### config.mk
export PLATFORM = sky130hd
export DESIGN_NAME = mac_stat_counter_irq_mask
export DESIGN_NICKNAME = d
export VERILOG_FILES = /design/src/core/mac_irq_mask_pkg.sv /design/src/core/counter_evt_gate.sv /design/src/core/mac_stat_counter_irq_mask.sv
export VERILOG_INCLUDE_DIRS = /design/src /design/src/core
export SDC_FILE = /design/constraint.sdc
export NUM_CORES = 1
export LEC_CHECK = 0
export BUFFER_PORTS_ARGS = -buffer_cell sky130_fd_sc_hd__buf_2
export CORE_MARGIN = 1
export CORE_UTILIZATION = 51
export DETAILED_ROUTE_END_ITERATION = 10
export GPL_ROUTABILITY_DRIVEN = 1
export PLACE_DENSITY = 0.8
export SYNTH_ARGS = -nofsm -noshare
export SYNTH_HDL_FRONTEND = slang
export SYNTH_HIERARCHICAL = 1
export SYNTH_SLANG_ARGS = --single-unit
### constraint.sdc
create_clock -name i_ref_clk -period 3.6 [get_ports i_ref_clk]
set_input_delay 0.72 -clock i_ref_clk [delete_from_list [all_inputs] [get_ports i_ref_clk]]
set_output_delay 0.72 -clock i_ref_clk [all_outputs]
set_load 0.03 [all_outputs]
### src/core/mac_irq_mask_defines.svh
`ifndef MAC_IRQ_MASK_DEFINES_SVH
`define MAC_IRQ_MASK_DEFINES_SVH

// Register byte offsets.
`define OFS_TX_MASK      12'h110
`define OFS_RX_MASK      12'h10C
`define OFS_IRQ_STATUS   12'h120
`define OFS_IRQ_CLEAR    12'h124
`define OFS_IRQ_ENABLE   12'h128

// Field widths and positions.
`define TX_MASK_W        25
`define RX_MASK_W        3
`define EVT_W            28
`define STAT_RX_LSB      25

// Reset values.
`define RST_TX_MASK      25'h0000000
`define RST_RX_MASK      3'h0
`define RST_EVT          28'h0000000
`define RST_WORD         32'h00000000

// Transmit mask bit positions.
`define TX_TAGGED        24
`define TX_FLOW_CTRL     23
`define TX_EXC_DEFER     22
`define TX_GOOD_FRAME    21
`define TX_GOOD_OCTET    20
`define TX_CARRIER_ERR   19
`define TX_LATE_COLL     17
`define TX_UNDERFLOW     13
`define TX_ALL_BCAST     12
`define TX_ALL_MCAST     11
`define TX_ALL_UCAST     10
`define TX_LEN_1024_MAX  9
`define TX_LEN_UPTO_64   4
`define TX_GOOD_MCAST    3
`define TX_ALL_FRAME     1
`define TX_ALL_OCTET     0

// Receive mask bit positions.
`define RX_GOOD_OCTET    2
`define RX_ALL_OCTET     1
`define RX_ALL_FRAME     0

`endif

### src/core/mac_irq_mask_pkg.sv
`default_nettype none
package mac_irq_mask_pkg;
  typedef logic [11:0] reg_addr_t;
  typedef logic [31:0] reg_word_t;
  typedef logic [27:0] evt_vec_t;
endpackage : mac_irq_mask_pkg
`default_nettype wire

### src/core/counter_evt_gate.sv
`timescale 1ns/1ps
`default_nettype none
module counter_evt_gate
  import mac_irq_mask_pkg::*;
(
  // Counter threshold events
  input  wire evt_vec_t i_half,
  input  wire evt_vec_t i_full,
  // Mask bits, one per counter
  input  wire evt_vec_t i_mask,
  // Gated events
  output wire evt_vec_t o_evt
);

  // Both thresholds of a counter share its one mask bit.
  assign o_evt = (i_half | i_full) & ~i_mask;

endmodule : counter_evt_gate
`default_nettype wire

### src/core/mac_stat_counter_irq_mask.sv
// Our own choice: the plain strobed port.
`timescale 1ns/1ps
`default_nettype none
`include "mac_irq_mask_defines.svh"
module mac_stat_counter_irq_mask
  import mac_irq_mask_pkg::*;
(
  // Clock and reset
  input  wire logic             i_ref_clk,
  input  wire logic             i_rst_n,
  // Register port
  input  wire reg_addr_t        i_addr,
  input  wire reg_word_t        i_wr_data,
  input  wire logic             i_wr_en,
  input  wire logic             i_rd_en,
  output var  reg_word_t        o_rd_data,
  // Counter threshold events, one-cycle pulses
  input  wire logic [24:0]      i_tx_half,
  input  wire logic [24:0]      i_tx_full,
  input  wire logic [2:0]       i_rx_half,
  input  wire logic [2:0]       i_rx_full,
  // Mask state for the counter block
  output var  logic [24:0]      o_tx_mask,
  output var  logic [2:0]       o_rx_mask,
  // Interrupt
  output var  logic             o_irq
);

  logic [`TX_MASK_W-1:0] tx_mask_r;
  logic [`RX_MASK_W-1:0] rx_mask_r;
  evt_vec_t              status_r;
  evt_vec_t              enable_r;
  evt_vec_t              status_nxt;
  reg_word_t             rd_data_r;
  reg_word_t             rd_data_nxt;
  logic                  irq_r;

  // Address decode.
  wire logic sel_tx_mask = (i_addr == `OFS_TX_MASK);
  wire logic sel_rx_mask = (i_addr == `OFS_RX_MASK);
  wire logic sel_status  = (i_addr == `OFS_IRQ_STATUS);
  wire logic sel_clear   = (i_addr == `OFS_IRQ_CLEAR);
  wire logic sel_enable  = (i_addr == `OFS_IRQ_ENABLE);

  wire logic wr_tx_mask  = i_wr_en && sel_tx_mask;
  wire logic wr_rx_mask  = i_wr_en && sel_rx_mask;
  wire logic wr_clear    = i_wr_en && sel_clear;
  wire logic wr_enable   = i_wr_en && sel_enable;

  // Places a status-layout vector in the low bits of a bus word.
  function automatic reg_word_t to_word(input evt_vec_t v);
    to_word = {4'h0, v};
  endfunction : to_word

  wire evt_vec_t all_half = {i_rx_half, i_tx_half};
  wire evt_vec_t all_full = {i_rx_full, i_tx_full};
  wire evt_vec_t all_mask = {rx_mask_r, tx_mask_r};
  wire evt_vec_t evt_raw  = all_half | all_full;
  evt_vec_t      evt_gated;

  counter_evt_gate u_gate (
    .i_half (all_half),
    .i_full (all_full),
    .i_mask (all_mask),
    .o_evt  (evt_gated)
  );

  // A new event wins over a clear in the same cycle.
  wire evt_vec_t clr_bits = wr_clear ? i_wr_data[`EVT_W-1:0] : `RST_EVT;
  assign status_nxt = (status_r & ~clr_bits) | evt_gated;

  assign rd_data_nxt = !i_rd_en    ? `RST_WORD :
                       sel_tx_mask ? {7'h00, tx_mask_r} :
                       sel_rx_mask ? {29'h0, rx_mask_r} :
                       sel_status  ? to_word(status_r) :
                       sel_enable  ? to_word(enable_r) :
                                     `RST_WORD;

  always_ff @(posedge i_ref_clk)
  begin
    if (!i_rst_n)
    begin
      tx_mask_r <= `RST_TX_MASK;
    end
    else if (wr_tx_mask)
    begin
      tx_mask_r <= i_wr_data[`TX_MASK_W-1:0];
    end
  end

  always_ff @(posedge i_ref_clk)
  begin
    if (!i_rst_n)
    begin
      rx_mask_r <= `RST_RX_MASK;
    end
    else if (wr_rx_mask)
    begin
      rx_mask_r <= i_wr_data[`RX_MASK_W-1:0];
    end
  end

  always_ff @(posedge i_ref_clk)
  begin
    if (!i_rst_n)
    begin
      enable_r <= `RST_EVT;
    end
    else if (wr_enable)
    begin
      enable_r <= i_wr_data[`EVT_W-1:0];
    end
  end

  always_ff @(posedge i_ref_clk)
  begin
    if (!i_rst_n)
    begin
      status_r <= `RST_EVT;
      irq_r    <= 1'b0;
    end
    else
    begin
      status_r <= status_nxt;
      irq_r    <= |(status_nxt & enable_r);
    end
  end

  always_ff @(posedge i_ref_clk)
  begin
    if (!i_rst_n)
    begin
      rd_data_r <= `RST_WORD;
    end
    else
    begin
      rd_data_r <= rd_data_nxt;
    end
  end

  assign o_rd_data = rd_data_r;
  assign o_tx_mask = tx_mask_r;
  assign o_rx_mask = rx_mask_r;
  assign o_irq     = irq_r;
endmodule : mac_stat_counter_irq_mask
`default_nettype wire

# Word-level counts from Yosys, hierarchy flattened
# Cells that the tools add are included.
# word_totals
regBits	117
in_bits	104
output_inout_bits	61
word_cells	35
# classes
eq_ne	5
muxes	5
n_bitwise	9
n_reduce_logical	8
# op_table
cell	n
28-bit AND	3
28-bit two-way mux	3
12-bit by 9-bit == test with 1-bit output, second input constant	5
28-bit inverter	2
28-bit OR	2
25-bit two-way mux	2
28-bit OR reduction	1
5-bit OR reduction	1
1-bit logical AND	4
4-bit OR reduction	1
1-bit inverter	2
2-bit AND reduction	1

# Longest topological paths before layout
# Gate-level depths: netlist (run 1).
# depth
word_depth	8
depth_mapped	7
mapped_depth_nobuf	6

# Hierarchy
# Netlist (run 1), hierarchy kept.
# modules_own_cells
module	instances	cells_each	area_each_um2	seq_area_each_um2
mac_stat_counter_irq_mask	1	528	4842.1	2262.2
counter_evt_gate	1	28	280.3	0.0

# Worst setup path after synthesis (run 1)
# No wires, ideal clock.
# synth_timing
path_kind	in2reg
start	input i_addr[1]
end	register irq_r, in the netlist o_irq
setup_time_ns	0.125
t_arrival_ns	2.608
required_ns	3.475
slack_ns	0.867
stages	7
n_path_buf	1
path_cell_list	or4_1 nor4_4 buf_2 a31oi_1 nor4_1 o2111ai_1 o41a_1
# synth_between
elab_chain_len	8
# synth_lines
item	line	source
start: declaration	mac_stat_counter_irq_mask.sv:12	input wire reg_addr_t i_addr,
12-bit by 9-bit == test with 1-bit output (no line)	n/a	
1-bit logical AND	mac_stat_counter_irq_mask.sv:47	wire logic wr_clear = i_wr_en && sel_clear;
28-bit two-way mux (no line)	n/a	
28-bit inverter	mac_stat_counter_irq_mask.sv:70	assign status_nxt = (status_r & ~clr_bits) | evt_gated;
28-bit AND	mac_stat_counter_irq_mask.sv:70	
28-bit OR	mac_stat_counter_irq_mask.sv:70	
28-bit AND	mac_stat_counter_irq_mask.sv:125	irq_r <= |(status_nxt & enable_r);
28-bit OR reduction	mac_stat_counter_irq_mask.sv:125	
end signal: assignment	mac_stat_counter_irq_mask.sv:125	
end: declaration	mac_stat_counter_irq_mask.sv:36	logic irq_r;
# No other way between the ends.
# A chain may end at the register's enable or synchronous reset.

# Final worst setup path (run 1)
# Ends and elaborated chain as after synthesis.

==> results of run 1 <==
-- power by group --
group / internal (mW) / switching [mW]
registers: 1.27 / 0.0147
clock network: 1.12 / 0.559
logic: 0.0911 / 0.0976
-- Yosys cell counts, drive strengths merged (2+ instances only) --
master     n
a211oi     3
a21boi    32
a21oi     24
a31oi     20
buf       19
clkbuf    13
dfxtp    113
inv       24
mux2       3
mux2i     53
nand2     85
nand3      4
nand4      2
nor2       7
nor2b     53
nor4       7
o2111ai    2
o21a       4
o21ai     24
o21ba     28
o22ai      3
o2bb2ai   22
or4        2
-- worst max path at each step --
stage | endpoint | slack, ps
floorplan | o_irq$_SDFF_PN0_ | 870
global placement | o_irq$_SDFF_PN0_ | 430
detailed placement | o_irq$_SDFF_PN0_ | 440
CTS | o_irq$_SDFF_PN0_ | 950
global route | o_irq$_SDFF_PN0_ | 770
finish | o_irq$_SDFF_PN0_ | 930
-- metrics by stage --
step	hold slack [ps]	area (um^2)	power [mW]	setup slack, ps	std cells
global route	488.0	6618	3.256	773.9	857
finish	467.5	6618	3.158	933.6	857
global placement	446.4	6013	1.490	425.5	825
CTS	468.7	6618	3.170	948.2	857
floorplan	439.9	5134	1.409	866.6	559
detailed placement	459.4	6013	1.499	437.0	825
-- layout by cell type, fill, tap and decap left out, types with 3 or more instances in the layout --
| cell type | count |
|---|---|
| buf_4 | 8 |
| clkbuf_16 | 16 |
| bufinv_16 | 3 |
| inv_1 | 24 |
| o2bb2ai_1 | 22 |
| mux2_2 | 3 |
| o21ai_0 | 24 |
| nor2b_1 | 53 |
| nand2_1 | 85 |
| o21ba_1 | 28 |
| nor4_4 | 3 |
| o21a_1 | 4 |
| nor2_1 | 6 |
| a21boi_1 | 6 |
| conb_1 | 4 |
| clkinv_2 | 5 |
| dfxtp_1 | 113 |
| nor4_1 | 4 |
| nand3_1 | 4 |
| a211oi_1 | 3 |
| o22ai_1 | 3 |
| a31oi_1 | 20 |
| a21boi_0 | 26 |
| mux2i_1 | 53 |
| clkbuf_8 | 5 |
| a21oi_1 | 24 |
| buf_2 | 156 |
-- worst reg2reg max path: stages, from the launching register on --
cell	delay, ps
dfxtp_1	360
o21ba_1	200
o21ai_0	190
a31oi_1	90
nor4_1	410
nand3_1	140
o41a_1	320
-- routing by layer --
metal | track usage [%] | part of all wire [%] | vias to the layer above
li1 | - | - | 2254
met1 | 31.24 | 41 | 2247
met2 | 48.27 | 51 | 181
met3 | 6.156 | 6.2 | 23
met4 | 11.21 | 1.9 | 0
met5 | 0 | 0 | -
-- cells by family (layout without fill, tap and decap cells) --
family                 count (synthesis)  after routing  share of synthesized area, %
AND/OR/NAND/NOR                      166            166                         16.88
AO/OA/AOI/OAI                        164            164                         23.18
flip-flops                           113            113                         44.16
multiplexers                          56             56                         11.02
buffers and inverters                 56            221                         4.690
other                                  1              4                       0.07321
-- registers in the layout (all words and copies together), names as in the netlist --
register   count
o_tx_mask     25
enable_r      28
o_irq          1
o_rd_data     28
status_r      28
o_rx_mask      3
-- layout make-up --
cell class                      count  share of cell area, %
Sequential cell                   113                  34.18
Inverter                           24                  1.361
Clock buffer                       22                  7.147
Timing Repair Buffer              165                  13.01
Tap cell                          133                  2.515
Multi-Input combinational cell    390                  39.80
Clock inverter                     10                  1.985
==> results.txt, run 1 <==
Synth area leaders: dfxtp_1, mux2i_1, nor2b_1
Worst path bufs/invs: 2
P per Cell Area: 477.2 mW/mm^2
Top FF cell, synth: dfxtp_1
Remaining Overflow, GRT: 0
R2r endpoint: o_irq$_SDFF_PN0_
Synth Warn #: 6
Worst Hold End: enable_r[15]$_SDFFE_PN0P_
Nets: 815
TritonRoute pass-1 iters: 5
Slew Limit Fails: 0
DR WL/cell: 15.72 um
CTS Hold Bufs: 0
Vias in the first global route: 4632
Mapped Cells: 556
RSZ-0062 raised after global routing: no
Area leader, netlist: dfxtp_1
Status: finished, final reports clean
FF/Latch Area: 0.002262 mm^2
FF-to-FF Start: o_tx_mask[14]$_SDFFE_PN0P_
Post-route ant nets: 0
Cells along the critical path: buf_2 -> or4_1 -> nor4_4 -> buf_12 -> a31oi_1 -> nor4_1 -> nand3_1 -> o41a_1
Global-route wire length before repair: 21540 um
Via density: 5.490
Worst Path Required: 3990 ps
Total setup buffers inserted after CTS: 0
Final WL: 13480 um
CTS clk-pin slew, worst paths: 60 ps
Setup TNS Final: 0 ps
Core Region: 0.009774 mm^2
Setup CP Type: in2reg
Slowest cell on crit path: or4_1
Post-route clock period utilization: 74.07%
Clock Skew: 7.047 ps
Crit path max-delay family: simple AND/OR/NAND/NOR gates
Root buf cell: clkbuf_8
Util after Layout: 67.70%
Clock Sinks: 113
Iteration-0 DRC count of the detailed router: 234
Worst Reg-to-Reg Cells: 6
Clock latency at the later pin of the worst-skew pair: 500 ps
GRT Util Overall: 27.10%
Synthesized cell area: 0.005122 mm^2
Synth unique cells: 37
Placer Congestion: 0.8206
# fillers: 792
Via Count: 4705
Peak VDD IR: 326.8 uV
CP peak stage delay: 580 ps
R2R Setup Slk: 1770 ps
DP Wirelength: 8874 um
Largest net degree at the start of global routing: 82
Static leakage: 3.120 nW
Min-delay src: enable_r[15]$_SDFFE_PN0P_
# resized after CTS: 0
Worst Hold Class: reg2reg
Synth Register Bits: 113
CP endpoint kind: flop
Max Fclk: 0.3750 GHz
H-tree depth: 4
CTS Buf Count: 17
Critical path depth: 8
CTS tree: built
Endpoints failing hold: 0
DRC viols: 0
Critical path peak fanout: 48
Boundary Pins: 165
Die width: 102.2 um
Synth top area share: 44.16%
Ant. Diodes: 0
Initial antenna violation count: 1
Crit path DAT: 3060 ps
Area growth from synthesis to layout: 29.19%
PortBufs: 156
Multi-input logic area: 0.002634 mm^2
Number of synthesized flops with an enable pin: 0
Seq/Total Area, Yosys: 44.16%
Layout cell share with drive strength beyond 1: 28.45%
Asr flop ratio synth: 0%
Chip height: 102.2 um
Num rows: 36
CP Launch Type: input pin
Final setup viols: 0
Maximum capacitance violations: 0
Starting density of the core: 52.41%
Longest Clk Path Bufs: 2
CP Launch Point: i_addr[1]
Final min period: 2666 ps
Worst Hold Depth: 2
Worst Tran Pin Value: 686.4 ps
Die ar.: 0.01045 mm^2
Syn avg cell area: 9.213 um^2
Slew margin rel.: 54.24%
(Power assumes the default switching activity.)
==> run 2, diff against run 1 <==
- clock period: 3.6 -> 2.5 ns (I/O delays scaled with it)
==> run 2 against run 1 <==
Global-route usage barely moved. Register-to-register slack lost 1200 ps. Non-clock buffer count up 20. Routed wire length is 2.3% higher. Cell count increased by 2.1%. Utilization grew 2.4 points. Count of clock-buffer cells in the layout down 1. Via count grew 0.77%. Critical endpoint unchanged. Flip-flop and latch count did not move. Power increased by 45%. Combinational power rose by 52%.
==> results.txt, run 2 (synthesized netlist as in run 1, its figures left out) <==
Uppermost routed layer: met4
Clock Sinks: 113
Nets: 835
Met2 WL: 6936 um
CTS tree: built
Boundary Pins: 165
Commonest non-fill, non-tap cell in the layout: buf_2
Setup CP Type: in2reg
Initial antenna violation count: 0
CTS Buf Count: 17
H-tree depth: 4
Internal power: 3.585 mW
Pre-CTS setup slack: -456.0 ps
Core Region: 0.009774 mm^2
Slew margin rel.: 63.12%
Final worst slack: 136.1 ps
FF-to-FF Start: o_tx_mask[10]$_SDFFE_PN0P_
Total setup buffers inserted after CTS: 0
Clk pwr share: 53.1%
DR WL/cell: 15.75 um
Peak VDD IR: 454.8 uV
Net Sw Frac: 21.60%
R2r endpoint: o_irq$_SDFF_PN0_
Placer Congestion: 0.8600
Via density: 5.418
Remaining Overflow, GRT: 0
Via Count: 4741
Ant. Diodes: 0
Die ar.: 0.01045 mm^2
Slew Limit Fails: 0
CP endpoint kind: flop
WL met3: 800 um
Iteration-0 DRC count of the detailed router: 202
Vias in the first global route: 4492
Max Fclk: 0.4230 GHz
Worst Hold Class: in2reg
PortBufs: 156
Crit path DAT: 2760 ps
Starting density of the core: 52.41%
Post-route ant nets: 0
Final setup viols: 0
Pwr Total: 4.573 mW
Worst Hold Depth: 3
GRT Util Overall: 27.11%
Status: finished, final reports clean
RSZ-0062 raised after global routing: no
Longest Clk Path Bufs: 2
# fillers: 734
Final WL: 13790 um
Most frequent cells in the layout: buf_2, dfxtp_1, nand2_1
Die width: 102.2 um
Worst Reg-to-Reg Cells: 6
Wl on met1: 5800 um
Critical path peak fanout: 37
Static leakage: 3.238 nW
Worst Tran Pin Value: 553.3 ps
Global-route wire length before repair: 21380 um
Layout cell share with drive strength beyond 1: 30.59%
Switching power: 987.8 uW
P per Cell Area: 667.5 mW/mm^2
Logic pwr share: 6.3%
Chip height: 102.2 um
Root buf cell: clkbuf_8
Min-delay src: i_wr_data[22]
Post-route clock period utilization: 94.56%
R2R Setup Slk: 560 ps
Final min period: 2364 ps
Endpoints failing hold: 0
Num rows: 36
Maximum capacitance violations: 0
CTS clk-pin slew, worst paths: 60 ps
Seq pwr share: 40.6%
Area growth from synthesis to layout: 33.73%
DRC viols: 0
Worst Hold End: enable_r[22]$_SDFFE_PN0P_
Largest net degree at the start of global routing: 52
CP Launch Type: input pin
Clock Skew: 5.449 ps
Clock latency at the later pin of the worst-skew pair: 520 ps
DP Wirelength: 9489 um
Worst Path Required: 2900 ps
TritonRoute pass-1 iters: 4
CTS Hold Bufs: 0
## run 2: changes by cell type in the layout (fill, tap and decap cells not counted), sizes merged
cell / delta
buf: +20
clkbuf: -1
clkinvlp: -1
## run 2: through the flow
stage	setup TNS [ps]	util (%)	hold WS [ps]	cell area [um^2]	cells
finish	0	70.08	261.8	6850	875
global route	0	70.08	251.7	6850	875
CTS	0	69.96	246.9	6838	875
detailed placement	-1166	63.81	454.9	6237	845
global placement	-434.0	63.81	448.4	6237	845
floorplan	0	-	439.9	5147	559
## run 2: how the worst max path moves through the flow
stage                       end      start  cells after the start
6_report       o_irq$_SDFF_PN0_  i_addr[1]                      8
5_1_grt        o_irq$_SDFF_PN0_  i_addr[1]                      8
4_1_cts        o_irq$_SDFF_PN0_  i_addr[1]                      8
3_5_place_dp   o_irq$_SDFF_PN0_  i_addr[1]                      8
3_3_place_gp   o_irq$_SDFF_PN0_  i_addr[1]                      8
2_1_floorplan  o_irq$_SDFF_PN0_  i_addr[1]                      7
## run 2: power groups by stage
stage          logic, mW  registers, mW  clock network, mW
3_3_place_gp       0.277           1.89                  0
5_1_grt            0.311           1.86               2.52
2_1_floorplan      0.143           1.89                  0
4_1_cts            0.287           1.86               2.44
6_report           0.288           1.86               2.43
3_5_place_dp       0.283           1.89                  0
## run 2: final cells by class
type	instances	area (um^2)	share of cell area, %
inverter	24	90.09	1.315
tap	133	166.4	2.429
clock inverter	9	131.4	1.918
timing repair buffer	185	1074	15.67
sequential	113	2262	33.02
clock buffer	21	469.2	6.849
multi-input combinational	390	2658	38.79
## run 2: layer usage
| metal | vias to the layer above | track usage, % |
|---|---|---|
| met5 | - | 0 |
| met4 | 0 | 11.54 |
| met3 | 24 | 5.609 |
| met2 | 191 | 47.44 |
| met1 | 2235 | 32.18 |
| li1 | 2291 | - |
## run 2: worst max-delay path: stages
cell	delay (ps)
buf_2	90
or4_1	580
nor4_4	330
buf_12	240
a31oi_1	140
nor4_2	300
o2111ai_1	170
o41a_1	390
## run 2: what timing repair did
| item | in CTS | in global routing |
|---|---|---|
| hold endpoints to repair | 0 | 0 |
| setup endpoints to repair | 0 | 1 |
| resized for setup | 0 | 2 |
==> run 3, diff against run 2 <==
- CELL_PAD_IN_SITES_DETAIL_PLACEMENT: default -> 0
- CELL_PAD_IN_SITES_GLOBAL_PLACEMENT: default -> 1
- CORE_UTILIZATION: 51 -> 38
- PLACE_DENSITY: 0.8 -> default
- PLACE_DENSITY_LB_ADDON: default -> 0.1
- REMOVE_ABC_BUFFERS: default -> 1
==> run 3 against run 2 <==
Clock power is 5% lower. First-iteration DRC count is 28% higher. Die area is 33% higher. Setup slack worse by 16 ps. Combinational power hardly changed. Global-route usage is 6.4 points lower. Register-to-register slack better by 50 ps. Non-clock buffer count is 5 higher. Routed wire length is 1.6% higher. Power is 2.8% lower. Sequential share of layout area is 0.29 points lower. Largest cell class unchanged.
==> results.txt, run 3 (synthesized netlist as in run 1, its figures left out) <==
Final worst slack: 120.0 ps
# fillers: 1295
Worst Hold Depth: 3
Slew Limit Fails: 0
TritonRoute pass-1 iters: 4
Area growth from synthesis to layout: 34.90%
Largest net degree at the start of global routing: 62
Global-route wire length before repair: 22300 um
Post-route clock period utilization: 95.20%
Die ar.: 0.01395 mm^2
Pre-CTS setup slack: -589.4 ps
Placer Congestion: 0.7522
Multi-input logic area: 0.002656 mm^2
Boundary Pins: 165
Worst Path Required: 2800 ps
Maximum capacitance violations: 0
CTS Buf Count: 17
Static leakage: 3.244 nW
CP Launch Type: input pin
DR WL/cell: 15.15 um
DRC viols: 0
Post-route ant nets: 0
FF-to-FF Start: o_rx_mask[1]$_SDFFE_PN0P_
Remaining Overflow, GRT: 0
Worst Tran Pin Value: 573.7 ps
Starting density of the core: 38.84%
P per Cell Area: 643.2 mW/mm^2
Num rows: 42
GRT Util Overall: 20.68%
Max Fclk: 0.4202 GHz
Vias in the first global route: 4430
Nets: 840
CP endpoint kind: flop
Placed Instances: 892
Peak VDD IR: 439.3 uV
Via Count: 4574
Iteration-0 DRC count of the detailed router: 259
R2r endpoint: o_irq$_SDFF_PN0_
Crit path max-delay family: simple AND/OR/NAND/NOR gates
Worst hold slack: 370.4 ps
Clock latency at the later pin of the worst-skew pair: 410 ps
PortBufs: 156
Status: finished, final reports clean
Non-Filler Instances: 924
CTS tree: built
Via density: 4.950
H-tree depth: 4
RSZ-0062 raised after global routing: no
Slowest cell on crit path: or4_4
Cells along the critical path: buf_2 -> or4_4 -> nor4_4 -> buf_12 -> buf_12 -> a31oi_1 -> nor4_1 -> nand3_1 -> o41a_1
Post-DP Area: 0.006310 mm^2
R2R Setup Slk: 610 ps
CTS clk-pin slew, worst paths: 50 ps
Worst Hold Class: in2reg
Die width: 118.1 um
Post-route design area: 0.006910 mm^2
Ant. Diodes: 0
Slew margin rel.: 61.75%
FF/Latch Area: 0.002262 mm^2
Chip height: 118.1 um
Final WL: 14000 um
Layout cell share with drive strength beyond 1: 30.88%
Worst path bufs/invs: 3
Util after Layout: 52.39%
Most frequent cells in the layout: buf_2, dfxtp_1, nand2_1
DP Wirelength: 9699 um
Core Region: 0.01319 mm^2
Longest Clk Path Bufs: 2
Commonest non-fill, non-tap cell in the layout: buf_2
Worst Hold End: enable_r[25]$_SDFFE_PN0P_
Most used cell, CP: buf_12
Root buf cell: clkbuf_16
Critical path peak fanout: 23
Clock Sinks: 113
CP peak stage delay: 540 ps
Final setup viols: 0
Worst Reg-to-Reg Cells: 7
Min-delay src: i_wr_data[25]
Setup CP Type: in2reg
Crit path DAT: 2680 ps
Clock Skew: 6.622 ps
Final min period: 2380 ps
Initial antenna violation count: 0
Endpoints failing hold: 0
[run 3: routing by layer]
layer | part of all wire (%) | GRT usage, %
met1 | 48 | 26.67
met2 | 46 | 33.53
met3 | 4.6 | 5.475
met4 | 1.2 | 6.490
met5 | 0 | 0
[run 3: power breakdown]
part | total [mW] | switching, mW | internal, mW
Clock | 2.30 | 0.787 | 1.51
Sequential | 1.86 | 0.0194 | 1.84
Combinational | 0.288 | 0.146 | 0.142
[run 3: worst max-delay path by stage]
stage | startpoint | endpoint | depth (start not counted) | slack [ps]
2_1_floorplan | i_addr[1] | o_irq$_SDFF_PN0_ | 6 | -950
4_1_cts | i_addr[4] | o_irq$_SDFF_PN0_ | 9 | 3
3_3_place_gp | i_addr[1] | o_irq$_SDFF_PN0_ | 9 | -600
5_1_grt | i_addr[1] | o_irq$_SDFF_PN0_ | 9 | 3
6_report | i_addr[1] | o_irq$_SDFF_PN0_ | 9 | 120
3_5_place_dp | i_addr[1] | o_irq$_SDFF_PN0_ | 9 | -590
[run 3: final cells by class]
cell class                      instances  area share [%]
Inverter                               24           1.304
Clock buffer                           27           7.568
Clock inverter                          4          0.6880
Sequential cell                       113           32.74
Timing Repair Buffer                  190           16.08
Tap cell                              176           3.187
Multi-Input combinational cell        390           38.44
[run 3: timing repair]
action / 4_1_cts / 5_1_grt
gates resized for setup: 2 / 2
cloned: 0 / 0
hold endpoints to repair: 0 / 0
hold buffers: 0 / 0
setup endpoints to repair: 1 / 1
setup buffers: 1 / 0
pin swaps: 2 / 3
[run 3: tightest hold or removal path, stage by stage]
cell,delay [ps]
buf_2,110
nand2_1,50
a21boi_0,70
[run 3: stage by stage]
| step | setup TNS, ps | power [mW] |
|---|---|---|
| floorplan | -29710 | 2.004 |
| global placement | -7199 | 2.173 |
| detailed placement | -7047 | 2.178 |
| CTS | 0 | 4.486 |
| global route | 0 | 4.594 |
| finish | 0 | 4.445 |
